==> config.mk <==
export PLATFORM = sky130hd
export DESIGN_NAME = tmc_top
export DESIGN_NICKNAME = d
export VERILOG_FILES = /design/src/rtl/tmc_pkg.sv /design/src/rtl/tmc_top.sv /design/src/rtl/tmc_div.sv /design/src/rtl/tmc_counter.sv
export SDC_FILE = /design/constraint.sdc
export NUM_CORES = 1
export LEC_CHECK = 0
export ABC_CLOCK_PERIOD_IN_PS = 7800
export CORE_ASPECT_RATIO = 0.7
export CORE_MARGIN = 2
export CORE_UTILIZATION = 45
export CTS_BUF_LIST = sky130_fd_sc_hd__clkbuf_16
export DETAILED_ROUTE_END_ITERATION = 7
export DONT_BUFFER_PORTS = 1
export PLACE_DENSITY = 0.59
export SETUP_SLACK_MARGIN = 0.15
export SYNTH_ARGS = -nofsm -noshare
export SYNTH_HDL_FRONTEND = slang
export SYNTH_HIERARCHICAL = 1
export SYNTH_SLANG_ARGS = --single-unit
export TNS_END_PERCENT = 1
==> constraint.sdc <==
create_clock -name clk -period 7.8 [get_ports clk]
set_clock_uncertainty 0.15 [all_clocks]
set_input_delay 1.56 -clock clk [delete_from_list [all_inputs] [get_ports clk]]
set_output_delay 1.56 -clock clk [all_outputs]
set_load 0.005 [all_outputs]
==> src/rtl/tmc_pkg.sv <==
package tmc_pkg;

   // Register map: four units of eight byte registers, then shared ones
   localparam logic [2:0] SUB_C0  = 3'h0; // Control 0: pause, clock, on
   localparam logic [2:0] SUB_C1  = 3'h1; // Control 1: mode, output, clear
   localparam logic [2:0] SUB_DL  = 3'h2; // Counter low byte (via buffer)
   localparam logic [2:0] SUB_DH  = 3'h3; // Counter high bits
   localparam logic [2:0] SUB_AL  = 3'h4; // Comparator A low byte
   localparam logic [2:0] SUB_AH  = 3'h5; // Comparator A high bits
   localparam logic [2:0] SUB_PL  = 3'h6; // Comparator P low byte
   localparam logic [2:0] SUB_PH  = 3'h7; // Comparator P high bits
   localparam logic [5:0] ADDR_PIN_SELECT = 6'h20; // Output pin routing
   localparam logic [5:0] ADDR_INT_STATUS = 6'h21; // Sticky events
   localparam logic [5:0] ADDR_INT_MASK   = 6'h22; // Interrupt mask
   localparam logic [5:0] ADDR_PAIR_CTRL  = 6'h23; // Unit 0 pair polarity

   // Control 0 fields
   localparam int C0_PAUSE  = 7;
   localparam int C0_CKS_LO = 4;
   localparam int C0_ON     = 3;
   localparam logic [7:0] C0_MASK = 8'hF8; // Bits 2..0 not built

   // Control 1 fields
   localparam int C1_MODE_LO = 6;
   localparam int C1_IO_LO   = 4;
   localparam int C1_OC      = 3;
   localparam int C1_POL     = 2;
   localparam int C1_CCLR    = 0;

   // Reset values
   localparam logic [7:0] RST_REG   = 8'h00;
   localparam logic [4:0] RST_ROUTE = 5'h00;

   // Clock select codes
   localparam logic [2:0] CKS_SYS4 = 3'h0;
   localparam logic [2:0] CKS_H    = 3'h1;
   localparam logic [2:0] CKS_H16  = 3'h2;
   localparam logic [2:0] CKS_H64  = 3'h3;
   localparam logic [2:0] CKS_TBC0 = 3'h4;
   localparam logic [2:0] CKS_TBC1 = 3'h5;
   localparam logic [2:0] CKS_RISE = 3'h6;
   localparam logic [2:0] CKS_FALL = 3'h7;

   // Operating modes
   localparam logic [1:0] MODE_CMP = 2'h0;
   localparam logic [1:0] MODE_CAP = 2'h1;
   localparam logic [1:0] MODE_PWM = 2'h2;
   localparam logic [1:0] MODE_TMR = 2'h3;

   // Divider ratios in clock cycles
   localparam int DIV_SYS4 = 4;
   localparam int DIV_H16  = 16;
   localparam int DIV_H64  = 64;
   localparam int DIV_TBC  = 1024;

   // Counter width
   localparam int CNT_W = 10;

endpackage : tmc_pkg

==> src/rtl/tmc_top.sv <==
// Implementation choices: the register addresses and strobed register access.
`timescale 1ns/1ps
// How it works
// - Four units: one periodic, three compact, 10-bit
// - Counter equals comparator: interrupt, clear, pin change
// - Each unit has comparator A and P interrupts
// - Three-bit clock select field in control zero
// - Input pin counts only when selected, edge selectable
// - Compare mode: pin goes high, low or toggles
// - Edge-aligned PWM, duty or period adjustable
// - Unit 0 two pins, complementary pair; others one
// - Capture and single pulse only in unit 0
// - Route bit one gives pin to timer
// - Route bits 4..0 map units 3,2,1,0b,0a
// - Route register bits 7..5 read zero
// - Clock codes: sys/4, high, /16, /64, base, pin
// - On rising clears counter; falling holds count
module tmc_top (
   // Clock and reset
   input  wire logic       clk,
   input  wire logic       rst,
   // Register port
   input  wire logic [5:0] addr,
   input  wire logic [7:0] wr_data,
   input  wire logic       wr_en,
   input  wire logic       rd_en,
   output logic      [7:0] rd_data,
   // External clock and event inputs, one per unit
   input  wire logic [3:0] timer_clock_input_pin,
   // Other shared functions of the output pins
   input  wire logic [4:0] shared_func_out,
   // Output pins: 0 unit0 first, 1 unit0 second, 2..4 units 1..3
   output logic      [4:0] timer_output_pin,
   output logic      [4:0] timer_pin_routed,
   // Comparator event pulses per unit
   output logic      [3:0] cmp_a_pulse,
   output logic      [3:0] cmp_p_pulse,
   // Interrupt
   output logic            irq
);

   ////////////////////////////////////////////////////////////////////////////
   // Register storage

   logic [7:0] c0   [4];              // Control 0 per unit
   logic [7:0] c1   [4];              // Control 1 per unit
   logic [9:0] ccra [4];              // Comparator A
   logic [9:0] ccrp [4];              // Comparator P
   logic [7:0] lbuf [4];              // Low-byte staging buffer
   logic [4:0] unit0_first_output_route;
   logic [4:0] route;                 // Pin routing bits
   logic [7:0] int_status;            // Sticky A/P events, 2 per unit
   logic [7:0] int_mask;              // Interrupt enables
   logic       pair_invert;           // Unit 0 second pin inverted

   // Per-unit signals gathered from the generate loop
   logic [9:0] cnt [4];               // Live counter values
   logic [3:0] ev_a;                  // A match or capture
   logic [3:0] ev_p;                  // P match
   logic [3:0] unit_lvl;              // Output level after polarity
   logic       cap_evt;               // Unit 0 capture strobe
   logic [7:0] events;                // Events in status layout

   // Decode
   logic       unit_hit;              // Address is inside a unit
   logic [1:0] unit_sel;              // Which unit
   logic [2:0] sub;                   // Register inside the unit

   assign unit_hit = !addr[5];
   assign unit_sel = addr[4:3];
   assign sub      = addr[2:0];

   ////////////////////////////////////////////////////////////////////////////
   // Shared clock enables

   logic tick_sys4;  // System clock / 4
   logic tick_h16;   // High clock / 16
   logic tick_h64;   // High clock / 64
   logic tick_tbc;   // Time-base clock

   // One divider per ratio, shared by all units
   tmc_div #(.DIV(tmc_pkg::DIV_SYS4)) u_div_sys4 (.clk(clk), .rst(rst), .tick(tick_sys4));
   tmc_div #(.DIV(tmc_pkg::DIV_H16))  u_div_h16  (.clk(clk), .rst(rst), .tick(tick_h16));
   tmc_div #(.DIV(tmc_pkg::DIV_H64))  u_div_h64  (.clk(clk), .rst(rst), .tick(tick_h64));
   tmc_div #(.DIV(tmc_pkg::DIV_TBC))  u_div_tbc  (.clk(clk), .rst(rst), .tick(tick_tbc));

   ////////////////////////////////////////////////////////////////////////////
   // Control registers

   // Byte writes to control registers; bits 2..0 of control 0 not built
   always_ff @(posedge clk or posedge rst)
   begin
      if (rst)
      begin
         for (int u = 0; u < 4; u++)
         begin
            c0[u] <= tmc_pkg::RST_REG;
            c1[u] <= tmc_pkg::RST_REG;
         end
      end
      else if (wr_en && unit_hit)
      begin
         if (sub == tmc_pkg::SUB_C0)
            c0[unit_sel] <= wr_data & tmc_pkg::C0_MASK;
         else if (sub == tmc_pkg::SUB_C1)
            c1[unit_sel] <= wr_data;
      end
   end

   // Low-byte buffer: loaded by comparator low-byte writes and by high-byte reads
   always_ff @(posedge clk or posedge rst)
   begin
      if (rst)
      begin
         for (int u = 0; u < 4; u++)
            lbuf[u] <= tmc_pkg::RST_REG;
      end
      else if (wr_en && unit_hit)
      begin
         // Staged only; committed when the high byte is written
         if (sub == tmc_pkg::SUB_AL || sub == tmc_pkg::SUB_PL)
            lbuf[unit_sel] <= wr_data;
      end
      else if (rd_en && unit_hit)
      begin
         // High read snapshots the low byte so the pair is coherent
         case (sub)
            tmc_pkg::SUB_DH: lbuf[unit_sel] <= cnt[unit_sel][7:0];
            tmc_pkg::SUB_AH: lbuf[unit_sel] <= ccra[unit_sel][7:0];
            tmc_pkg::SUB_PH: lbuf[unit_sel] <= ccrp[unit_sel][7:0];
            default:         lbuf[unit_sel] <= lbuf[unit_sel];
         endcase
      end
   end

   // Comparator A: software pair write, or capture in unit 0
   always_ff @(posedge clk or posedge rst)
   begin
      if (rst)
      begin
         for (int u = 0; u < 4; u++)
            ccra[u] <= '0;
      end
      else
      begin
         if (wr_en && unit_hit && sub == tmc_pkg::SUB_AH)
            ccra[unit_sel] <= {wr_data[1:0], lbuf[unit_sel]};
         // Capture takes the slot last, so a live edge is never lost
         if (cap_evt)
            ccra[0] <= cnt[0];
      end
   end

   // Comparator P: software pair write only
   always_ff @(posedge clk or posedge rst)
   begin
      if (rst)
      begin
         for (int u = 0; u < 4; u++)
            ccrp[u] <= '0;
      end
      else if (wr_en && unit_hit && sub == tmc_pkg::SUB_PH)
         ccrp[unit_sel] <= {wr_data[1:0], lbuf[unit_sel]};
   end

   // Pin routing, mask and pair control
   always_ff @(posedge clk or posedge rst)
   begin
      if (rst)
      begin
         route       <= tmc_pkg::RST_ROUTE;
         int_mask    <= tmc_pkg::RST_REG;
         pair_invert <= 1'b0;
      end
      else if (wr_en)
      begin
         case (addr)
            tmc_pkg::ADDR_PIN_SELECT: route       <= wr_data[4:0];
            tmc_pkg::ADDR_INT_MASK:   int_mask    <= wr_data;
            tmc_pkg::ADDR_PAIR_CTRL:  pair_invert <= wr_data[0];
            default:                  route       <= route;
         endcase
      end
   end

   ////////////////////////////////////////////////////////////////////////////
   // Timer units

   genvar u;
   generate
      for (u = 0; u < 4; u++)
      begin : g_unit
         localparam bit PERIODIC = (u == 0);

         logic [2:0] cks;      // Clock select field
         logic [1:0] mode;     // Operating mode
         logic [1:0] io;       // Output function
         logic       oc;       // Initial / active level
         logic       on;       // Counter on
         logic       on_q;     // Last on value
         logic       on_rise;  // Off to on
         logic       pin_q;    // Last input pin level
         logic       pin_rise; // Input rising edge
         logic       pin_fall; // Input falling edge
         logic       tick;     // Selected count enable
         logic       ma;       // Comparator A match
         logic       mp;       // Comparator P match
         logic       lvl;      // Output level

         assign cks      = c0[u][tmc_pkg::C0_CKS_LO +: 3];
         assign on       = c0[u][tmc_pkg::C0_ON];
         assign mode     = c1[u][tmc_pkg::C1_MODE_LO +: 2];
         assign io       = c1[u][tmc_pkg::C1_IO_LO +: 2];
         assign oc       = c1[u][tmc_pkg::C1_OC];
         assign on_rise  = on && !on_q;
         assign pin_rise = timer_clock_input_pin[u] && !pin_q;
         assign pin_fall = !timer_clock_input_pin[u] && pin_q;

         // Edge history for on control and input pin
         always_ff @(posedge clk or posedge rst)
         begin
            if (rst)
            begin
               on_q  <= 1'b0;
               pin_q <= 1'b0;
            end
            else
            begin
               on_q  <= on;
               pin_q <= timer_clock_input_pin[u];
            end
         end

         // Clock source mux; pin only reaches counter when picked
         always_comb
         begin
            case (cks)
               tmc_pkg::CKS_SYS4: tick = tick_sys4;
               tmc_pkg::CKS_H:    tick = 1'b1;
               tmc_pkg::CKS_H16:  tick = tick_h16;
               tmc_pkg::CKS_H64:  tick = tick_h64;
               tmc_pkg::CKS_TBC0: tick = tick_tbc;
               tmc_pkg::CKS_TBC1: tick = tick_tbc;
               tmc_pkg::CKS_RISE: tick = pin_rise;
               tmc_pkg::CKS_FALL: tick = pin_fall;
               default:           tick = 1'b0;
            endcase
         end

         tmc_counter u_cnt (
            .clk      (clk),
            .rst      (rst),
            .tick     (tick),
            .run      (on),
            .on_rise  (on_rise),
            .pause    (c0[u][tmc_pkg::C0_PAUSE]),
            .clr_on_a (c1[u][tmc_pkg::C1_CCLR]),
            .ccra     (ccra[u]),
            .ccrp     (ccrp[u]),
            .count    (cnt[u]),
            .match_a  (ma),
            .match_p  (mp)
         );

         // Output waveform per mode
         always_ff @(posedge clk or posedge rst)
         begin
            if (rst)
               lvl <= 1'b0;
            else
            begin
               case (mode)
                  tmc_pkg::MODE_CMP:
                  begin
                     if (on_rise)
                        lvl <= oc;
                     else if (ma)
                     begin
                        case (io)
                           2'h1:    lvl <= 1'b0;
                           2'h2:    lvl <= 1'b1;
                           2'h3:    lvl <= !lvl;
                           default: lvl <= lvl;
                        endcase
                     end
                  end
                  tmc_pkg::MODE_PWM:
                  begin
                     case (io)
                        2'h0: lvl <= !oc;
                        2'h1: lvl <= oc;
                        // Edge aligned: active from clear up to A
                        2'h2: lvl <= (cnt[u] < ccra[u]) ? oc : !oc;
                        default:
                        begin
                           // Single pulse exists in unit 0 only
                           if (!PERIODIC)
                              lvl <= !oc;
                           else if (on_rise)
                              lvl <= oc;
                           else if (ma)
                              lvl <= !oc;
                        end
                     endcase
                  end
                  // Capture and plain timer leave the pin alone
                  default: lvl <= lvl;
               endcase
            end
         end

         // Capture edge by io: rise, fall, both, none; unit 0 only
         if (PERIODIC)
         begin : g_cap
            always_comb
            begin
               cap_evt = 1'b0;
               if (on && mode == tmc_pkg::MODE_CAP)
               begin
                  case (io)
                     2'h0:    cap_evt = pin_rise;
                     2'h1:    cap_evt = pin_fall;
                     2'h2:    cap_evt = pin_rise || pin_fall;
                     default: cap_evt = 1'b0;
                  endcase
               end
            end
         end

         assign ev_a[u]     = ma || (PERIODIC && cap_evt);
         assign ev_p[u]     = mp;
         assign unit_lvl[u] = lvl ^ c1[u][tmc_pkg::C1_POL];
      end
   endgenerate

   ////////////////////////////////////////////////////////////////////////////
   // Pins

   logic [4:0] timer_lvl; // Timer levels in route-bit order

   // Unit 0 drives a pair; second may be inverted for complement
   assign timer_lvl = {unit_lvl[3], unit_lvl[2], unit_lvl[1],
                       unit_lvl[0] ^ pair_invert, unit_lvl[0]};

   // Pins hold their other function until routed
   assign unit0_first_output_route = route;
   assign timer_output_pin = (timer_lvl & route) | (shared_func_out & ~route);
   assign timer_pin_routed = unit0_first_output_route;
   assign cmp_a_pulse      = ev_a;
   assign cmp_p_pulse      = ev_p;

   ////////////////////////////////////////////////////////////////////////////
   // Interrupts

   // Status bit 2u is unit u A, 2u+1 is unit u P
   always_comb
   begin
      for (int k = 0; k < 4; k++)
      begin
         events[2*k]   = ev_a[k];
         events[2*k+1] = ev_p[k];
      end
   end

   // Sticky; write one clears; a new event wins over the clear
   always_ff @(posedge clk or posedge rst)
   begin
      if (rst)
         int_status <= tmc_pkg::RST_REG;
      else if (wr_en && addr == tmc_pkg::ADDR_INT_STATUS)
         int_status <= (int_status & ~wr_data) | events;
      else
         int_status <= int_status | events;
   end

   // Level request while any unmasked event stands
   assign irq = |(int_status & int_mask);

   ////////////////////////////////////////////////////////////////////////////
   // Read port

   // Data appear the cycle after the strobe; unmapped reads zero
   always_ff @(posedge clk or posedge rst)
   begin
      if (rst)
         rd_data <= tmc_pkg::RST_REG;
      else if (rd_en && unit_hit)
      begin
         case (sub)
            tmc_pkg::SUB_C0: rd_data <= c0[unit_sel];
            tmc_pkg::SUB_C1: rd_data <= c1[unit_sel];
            tmc_pkg::SUB_DH: rd_data <= {6'h00, cnt[unit_sel][9:8]};
            tmc_pkg::SUB_AH: rd_data <= {6'h00, ccra[unit_sel][9:8]};
            tmc_pkg::SUB_PH: rd_data <= {6'h00, ccrp[unit_sel][9:8]};
            // Low bytes come from the buffer
            default:         rd_data <= lbuf[unit_sel];
         endcase
      end
      else if (rd_en)
      begin
         case (addr)
            tmc_pkg::ADDR_PIN_SELECT: rd_data <= {3'h0, route};
            tmc_pkg::ADDR_INT_STATUS: rd_data <= int_status;
            tmc_pkg::ADDR_INT_MASK:   rd_data <= int_mask;
            tmc_pkg::ADDR_PAIR_CTRL:  rd_data <= {7'h00, pair_invert};
            default:                  rd_data <= 8'h00;
         endcase
      end
      else
         rd_data <= 8'h00;
   end

endmodule : tmc_top

==> src/rtl/tmc_div.sv <==
`timescale 1ns/1ps
// Free-running divider: one-cycle enable pulse every DIV cycles
module tmc_div #(
   parameter int DIV = 4
) (
   // Clock and reset
   input  wire logic clk,
   input  wire logic rst,
   // Enable pulse
   output logic      tick
);

   localparam int W = $clog2(DIV);
   localparam logic [W-1:0] LAST = W'(DIV - 1);

   logic [W-1:0] count; // Position within the period

   // Count up and wrap on the last step
   always_ff @(posedge clk or posedge rst)
   begin
      if (rst)
      begin
         count <= '0;
         tick  <= 1'b0;
      end
      else
      begin
         tick  <= (count == LAST);
         count <= (count == LAST) ? '0 : count + 1'b1;
      end
   end

endmodule : tmc_div

==> src/rtl/tmc_counter.sv <==
`timescale 1ns/1ps
// Ten-bit up counter with comparators A and P
module tmc_counter (
   // Clock and reset
   input  wire logic                     clk,
   input  wire logic                     rst,
   // Control
   input  wire logic                     tick,
   input  wire logic                     run,
   input  wire logic                     on_rise,
   input  wire logic                     pause,
   input  wire logic                     clr_on_a,
   // Comparator values
   input  wire logic [tmc_pkg::CNT_W-1:0] ccra,
   input  wire logic [tmc_pkg::CNT_W-1:0] ccrp,
   // State and match pulses
   output logic      [tmc_pkg::CNT_W-1:0] count,
   output logic                          match_a,
   output logic                          match_p
);

   logic step; // Counter advances this cycle

   // Only a live clock edge while running and not paused can match
   assign step    = tick && run && !pause && !on_rise;
   assign match_a = step && (count == ccra);
   assign match_p = step && (count == ccrp);

   // Off-to-on clears, off holds, match may clear
   always_ff @(posedge clk or posedge rst)
   begin
      if (rst)
         count <= '0;
      else if (on_rise)
         count <= '0;
      else if (step)
      begin
         if (clr_on_a ? match_a : match_p)
            count <= '0;
         else
            count <= count + 1'b1;
      end
   end

endmodule : tmc_counter

==> out/qor.csv, run 1 <==
stage,metric,value,unit
global_route,vias in the first global route,12212,
synth,"Seq/Total Area, Yosys",40.7,%
route,post-DR wirelength/cell,25.9,um
synth,Cell variety after synth,80,
critical_path,delay of the slowest critical-path stage,0.48,ns
critical_path,CP required,6.09,ns
critical_path,"Cell Chain, Critical Path",inv_1 > ha_1 > mux4_2 > nand2_1 > o21ai_0 > and4bb_1 > and4_2 > nand2b_1,
sta,Final period util,63.4,%
layout,post-route cell area,0.0177,mm^2
layout,nets,1673,
global_route,GRT met2 Usage,38.1,%
power_and_ir_drop,Max VDD drop,158,uV
sta,Period minus WS final,4.95,ns
sta,Slew HR,25.1,%
synth,top cell type's share of synthesized area,40.7,%
outcome,status,"complete, no violations",
power_and_ir_drop,leakage dissipation,7.98,nW
clock_tree,H-tree depth,1,
clock_tree,Post-CTS Setup Repair Bufs,0,
flow_run,max_cap viols,0,
global_route,M1 GR Usage,42.7,%
sta,RSZ-0062 raised after global routing,no,
worst_hold_path,Hold Path Class,flop to flop,
layout,"commonest cells after routing, fill and taps aside","272 x dfrtp_1, 156 x nand2_1, 104 x mux2_2, 92 x nor2_1, 83 x inv_1",
clock_tree,root buf cell,clkbuf_16,
clock_tree,post-cts hold buffer count,0,
floorplanning,total core area,0.0369,mm^2
placed_design,Final HPWL DP,39300,um
clock_tree,CTS Buffer Depth,3,
placed_design,GPL Wtd Cong,0.945,
sta,setup TNS,0,ns
critical_path,Crit-path slowest cell,mux4_2,
synth,most common flop cell mapped by yosys,dfrtp_1,
placed_design,DP Worst Slack,2.85,ns
floorplanning,die area,0.0388,mm^2
layout,"most common cell after layout, fill and taps aside",dfrtp_1,
sta,final setup vio count,0,
sta,setup ws final,2.85,ns
route,routed wire length,54400,um
power_and_ir_drop,pwr dens,231,mW/mm^2
placed_design,dpl cells,2049,
route,DR DRC count,0,
global_route,initial antenna violation count,0,
layout,share of cells above drive strength 1,14.6,%
synth,Post-synth EDFFs,0,
clock_tree,clk sinks,272,
floorplanning,Chip Height,165,um
critical_path,kind of critical path,input pin to primary output,
global_route,met3 usage,7.86,%
floorplanning,IO Count,54,
sta,Slew @ Worst Pin,1.12,ns
synth,synthesized area,0.0167,mm^2
synth,cells after synthesis,1658,
route,vias per cell,6.24,
synth,"area leader, netlist",dfrtp_1,
route,Routed Antenna Nets,0,
synth,Async SR Flop Fraction,100,%
critical_path,crit path max fanout,4,
clock_tree,PostCTS Resize Cnt,0,
sta,Max Clock Freq,202,MHz
synth,total number of yosys warnings,6,
synth,Synth Net Count,1740,
critical_path,WP data arrival,3.24,ns
floorplanning,starting density of the core,45.3,%
synth,"top cells by area, synth","dfrtp_1 41%, mux2_2 7.0%, ha_1 4.1%",
critical_path,Startpoint Class,input pin,
route,DR vias,13125,
clock_tree,Worst-path clk slew,0.06,ns
critical_path,CP endpoint kind,primary output,
layout,Layout area overhead,5.92,%
route,drt pass-1 iters,8,
placed_design,Placed Area,0.0168,mm^2
synth,Yosys reg bits,272,
floorplanning,Rows,59,
global_route,largest net degree at the start of global routing,112,
sta,Final Hold Fails,0,
floorplanning,die width,234,um
global_route,global route hottest layer,met1,
sta,Hold Slack,0.278,ns
clock_tree,CTS buffer count,28,
layout,Fillers,3438,
clock_tree,Worst-Skew Late Latency,0.57,ns
layout,Finished Layout Cells,2102,
synth,Mean Syn Cell Area,10.1,um^2
clock_tree,CTS tree,built,
placed_design,I/O Buffers,0,
global_route,GRT overflow,0,
global_route,first-pass GRT wire length,79500,um
global_route,GRT Resource Usage Total,27.9,%
route,initial drt markers,1481,
sta,max-slew violation count,0,
-- report_power, final --
group	internal [mW]	switching [mW]
clock network	0.735	0.596
logic	0.377	0.469
registers	1.61	0.317
total	2.72	1.38
-- logic make-up (layout without fill, tap and decap cells) --
family | after synthesis | in the layout | synth area share [%]
and+or+nand+nor | 494 | 494 | 15.4
AOI/OAI and AO/OA | 348 | 348 | 13.7
DFF | 272 | 272 | 40.7
muxes | 208 | 208 | 15.7
buffers and inverters | 182 | 137 | 5.11
xor gates and xnor gates | 99 | 99 | 5.29
adders and majority gates | 55 | 55 | 4.11
other | 0 | 1 | 0
-- Yosys cell counts, types with 8 or more instances --
library cell / number
a211o_1: 11
mux2i_1: 59
a211oi_1: 9
ha_1: 55
nor3b_1: 8
or3_1: 9
o21ai_1: 8
buf_6: 8
o21ai_0: 81
nor2_2: 14
nor3_1: 20
nor2b_1: 21
nand2_1: 156
a31oi_1: 12
clkbuf_1: 46
nor4_1: 18
o21bai_1: 12
nand3_1: 42
a21o_1: 27
or2_2: 9
dfrtp_1: 272
nor2_1: 92
and3_1: 11
a21oi_1: 73
and2_1: 11
nand4_1: 20
mux2_1: 10
mux2_2: 104
xnor2_1: 53
o221ai_1: 9
nand2b_1: 12
o2bb2ai_1: 14
inv_1: 77
a22oi_1: 16
a22o_1: 8
xor2_1: 45
buf_2: 29
buf_4: 20
mux4_2: 30
-- worst max-delay path: cells and delay by family --
| family | cells | cell delay, ns |
|---|---|---|
| fa+ha+maj | 1 | 0.21 |
| mux | 1 | 0.48 |
| compound gates | 1 | 0.13 |
| buf+inv | 1 | 0.03 |
| simple gates | 4 | 0.83 |
-- routing by layer --
layer / part of all wire, % / routed length (um)
met1: 47 / 25300
met4: 2.4 / 1320
met2: 40 / 21800
met3: 11 / 5930
met5: 0 / 0
-- through the flow --
step                util, %  power (mW)
finish                 48.0        4.10
global route           48.0        4.28
CTS                    48.0        4.09
detailed placement     45.6        2.76
global placement       45.6        2.74
floorplan                 -        2.44
-- cell type report --
type,count,area [um^2],share of cell area (%)
clock buffer,29,726,4.09
clock inverter,23,151,0.854
inverter,77,297,1.67
sequential,272,6810,38.4
antenna,1,2.50,0.0141
timing repair buffer,8,60.1,0.339
multi-input combinational,1204,9070,51.2
tap,488,611,3.44
-- state kept, by name, indices dropped and copies added (netlist names), 2 cells and up --
signal and cells:
g_unit.lvl 4, int_status 8, g_unit.u_cnt/count 40, u_div_h16/count 4
lbuf 32, ccra 40, u_div_tbc/count 10, timer_pin_routed 5
int_mask 8, c0 20, ccrp 40, u_div_sys4/count 2
u_div_h64/count 6, g_unit.pin_q 4, rd_data 8, g_unit.on_q 4
c1 32
-- final timing paths --
path | startpoint | endpoint | slack, ns | depth (start not counted)
worst min register to register | u_div_sys4/count[0] | u_div_sys4/count[0] | 0.28 | 1
worst max-delay path | timer_clock_input_pin[0] | cmp_a_pulse[0] | 2.85 | 8
max in group asynchronous | rst | lbuf[4] | 5.26 | 2
worst max register to register | g_unit[1].u_cnt/count[4] | g_unit[1].lvl | 4.75 | 7
worst min-delay path | u_div_sys4/count[0] | u_div_sys4/count[0] | 0.28 | 1
min in group asynchronous | rst | u_div_sys4/count[1] | 0.61 | 1
No activity file was read; power rests on OpenSTA's default activity.
==> run 2, diff against run 1 <==
--- a/config.mk
+++ b/config.mk
@@ -5,14 +5,14 @@
 export SDC_FILE = /design/constraint.sdc
 export NUM_CORES = 1
 export LEC_CHECK = 0
-export ABC_CLOCK_PERIOD_IN_PS = 7800
+export ABC_CLOCK_PERIOD_IN_PS = 4300
 export CORE_ASPECT_RATIO = 0.7
 export CORE_MARGIN = 2
 export CORE_UTILIZATION = 45
 export CTS_BUF_LIST = sky130_fd_sc_hd__clkbuf_16
 export DETAILED_ROUTE_END_ITERATION = 7
 export DONT_BUFFER_PORTS = 1
-export PLACE_DENSITY = 0.59
+export PLACE_DENSITY = 0.61
 export SETUP_SLACK_MARGIN = 0.15
 export SYNTH_ARGS = -nofsm -noshare
 export SYNTH_HDL_FRONTEND = slang
==> constraint.sdc (replaced) <==
create_clock -name clk -period 4.3 [get_ports clk]
set_clock_uncertainty 0.15 [all_clocks]
set_input_delay 0.86 -clock clk [delete_from_list [all_inputs] [get_ports clk]]
set_output_delay 0.86 -clock clk [all_outputs]
set_load 0.005 [all_outputs]
==> out/qor.csv, run 2 (synthesized netlist as in run 1, its figures left out) <==
stage,metric,value,unit,change
sta,Final period util,86.2,%,
clock_tree,root buf cell,clkbuf_16,,
sta,setup TNS,0,ns,unchanged
sta,Slew HR,20.7,%,-4.4 points
placed_design,GPL Wtd Cong,0.960,,+1.6%
outcome,status,"complete, no violations",,
critical_path,Worst R2R Setup Slack,1.21,ns,-3.54 ns
layout,Fillers,3412,,-0.76%
clock_tree,Worst-Skew Late Latency,0.57,ns,about the same
clock_tree,H-tree depth,1,,unchanged
critical_path,RR Startpoint,c0[28],,
critical_path,kind of critical path,flop to primary output,,
route,DR DRC count,0,,unchanged
power_and_ir_drop,pwr dens,418,mW/mm^2,+81%
route,initial drt markers,1400,,-5.5%
route,Routed Antenna Nets,0,,unchanged
floorplanning,die width,234,um,unchanged
layout,area of the multi-input gates,0.00907,mm^2,unchanged
global_route,initial antenna violation count,2,,+2
critical_path,reg2reg end,g_unit[0].u_cnt/count[3],,
critical_path,WP data arrival,2.70,ns,-0.54 ns
power_and_ir_drop,leakage dissipation,8.01,nW,+0.37%
clock_tree,clk sinks,272,,unchanged
critical_path,CP endpoint,cmp_a_pulse[0],,
clock_tree,PostCTS Resize Cnt,0,,unchanged
floorplanning,Chip Height,165,um,unchanged
global_route,GRT Resource Usage Total,27.8,%,-0.099 points
sta,Max Clock Freq,270,MHz,
critical_path,crit path max fanout,4,,unchanged
placed_design,Final HPWL DP,39100,um,-0.38%
route,drt pass-1 iters,6,,-2
critical_path,FF-to-FF path depth,10,,+3
layout,Top Registers,"ccra (40), ccrp (40), g_unit.u_cnt/count (40)",,
sta,max-slew violation count,0,,unchanged
sta,Period minus WS final,3.71,ns,
route,vias per cell,6.29,,+0.68%
clock_tree,Worst-path clk slew,0.06,ns,about the same
power_and_ir_drop,Max VDD drop,267,uV,+69%
global_route,largest net degree at the start of global routing,69,,-38%
critical_path,CP endpoint kind,primary output,,
global_route,vias in the first global route,12418,,+1.7%
sta,final setup vio count,0,,unchanged
global_route,GRT overflow,0,,unchanged
floorplanning,Rows,59,,unchanged
clock_tree,CTS buffer count,28,,unchanged
power_and_ir_drop,Final Total Pwr,7.45,mW,+82%
sta,Slew @ Worst Pin,1.18,ns,+0.0634 ns
floorplanning,die area,0.0388,mm^2,unchanged
placed_design,I/O Buffers,0,,unchanged
critical_path,Crit. Startpoint,c0[28],,
layout,share of cells above drive strength 1,14.7,%,+0.087 points
worst_hold_path,Hold Path Class,input pin to async pin,,
critical_path,CP required,3.29,ns,-2.80 ns
global_route,first-pass GRT wire length,80000,um,+0.53%
floorplanning,IO Count,54,,unchanged
layout,nets,1681,,+0.48%
layout,Layout area overhead,6.45,%,
route,DR vias,13246,,+0.92%
floorplanning,total core area,0.0369,mm^2,unchanged
route,routed wire length,53600,um,-1.4%
layout,"commonest cells after routing, fill and taps aside","272 x dfrtp_1, 156 x nand2_1, 104 x mux2_2, 92 x nor2_1",,
clock_tree,CTS tree,built,,
flow_run,max_cap viols,0,,unchanged
clock_tree,Post-CTS Setup Repair Bufs,0,,unchanged
route,post-DR wirelength/cell,25.5,um,-1.6%
critical_path,Startpoint Class,flop,,
sta,Final Hold Fails,0,,unchanged
sta,RSZ-0062 raised after global routing,no,,
clock_tree,CTS Buffer Depth,3,,unchanged
layout,"most common cell after layout, fill and taps aside",dfrtp_1,,
floorplanning,starting density of the core,45.3,%,unchanged
layout,Sequential Area,0.00681,mm^2,unchanged
run 2: cell count changes in the layout (fill, tap and decap cells not counted), moves of 2 or more:
cell and delta:
clkinv_2 -5, buf_4 +5, buf_12 +2, inv_1 -2, clkinv_1 +3
run 2: area by class of cell:
type / instances / share of cell area (%)
well taps: 488 / 3.43
clock inverters: 19 / 0.857
inverters: 77 / 1.64
repair buffers: 16 / 0.829
flip-flops and latches: 272 / 38.2
multi-input cells: 1204 / 50.9
clock buffers: 29 / 4.07
diodes: 2 / 0.0281
run 2: routing by layer:
metal	share of wire, %	GRT usage, %	vias up
li1	-	-	5857
met2	40	36.7	648
met5	0	0	-
met1	45	41.7	6651
met3	12	10.5	90
met4	2.6	7.32	0
run 2: how the worst min path moves through the flow:
stage	from	to	slack [ns]	depth (start not counted)
finish	rst	g_unit[0].u_cnt/count[1]	0.02	1
global route	rst	g_unit[3].u_cnt/count[5]	0.04	1
CTS	rst	g_unit[0].u_cnt/count[1]	0.003	1
detailed placement	u_div_sys4/count[0]	u_div_sys4/count[0]	0.28	1
global placement	u_div_sys4/count[0]	u_div_sys4/count[0]	0.26	1
floorplan	u_div_sys4/count[0]	u_div_sys4/count[0]	0.25	1
run 2: power by group:
part	internal, mW	total (mW)	leakage (nW)	switching (mW)
sequential	2.91	3.48	3.52	0.567
combinational	0.689	1.55	4.04	0.861
clock	1.38	2.42	0.448	1.04
run 2: stage by stage:
step                      utilization, %  cell area, um^2  hold slack, ns  instances  worst slack [ns]
after floorplan                        -            16700           0.253       1658             0.618
after global placement              45.8            16900           0.264       2056             0.813
after detailed placement            45.8            16900           0.279       2056             0.767
after CTS                           48.2            17800         0.00287       2105             0.682
after global routing                48.2            17800          0.0411       2105             0.573
final                               48.3            17800          0.0162       2107             0.592
run 2: repair_timing:
item	in CTS	in global routing
endpoints found under the hold margin	21	0
hold buffers	1	0
setup endpoints to repair	0	0
run 2: worst max-delay path: stages (launching register included):
cell      delay (ns)
dfrtp_1         0.51
nor2_1          0.15
nor2_1          0.05
a21oi_1         0.41
o21ai_0         0.23
and4bb_1        0.30
and4_2          0.29
nand2b_1        0.19
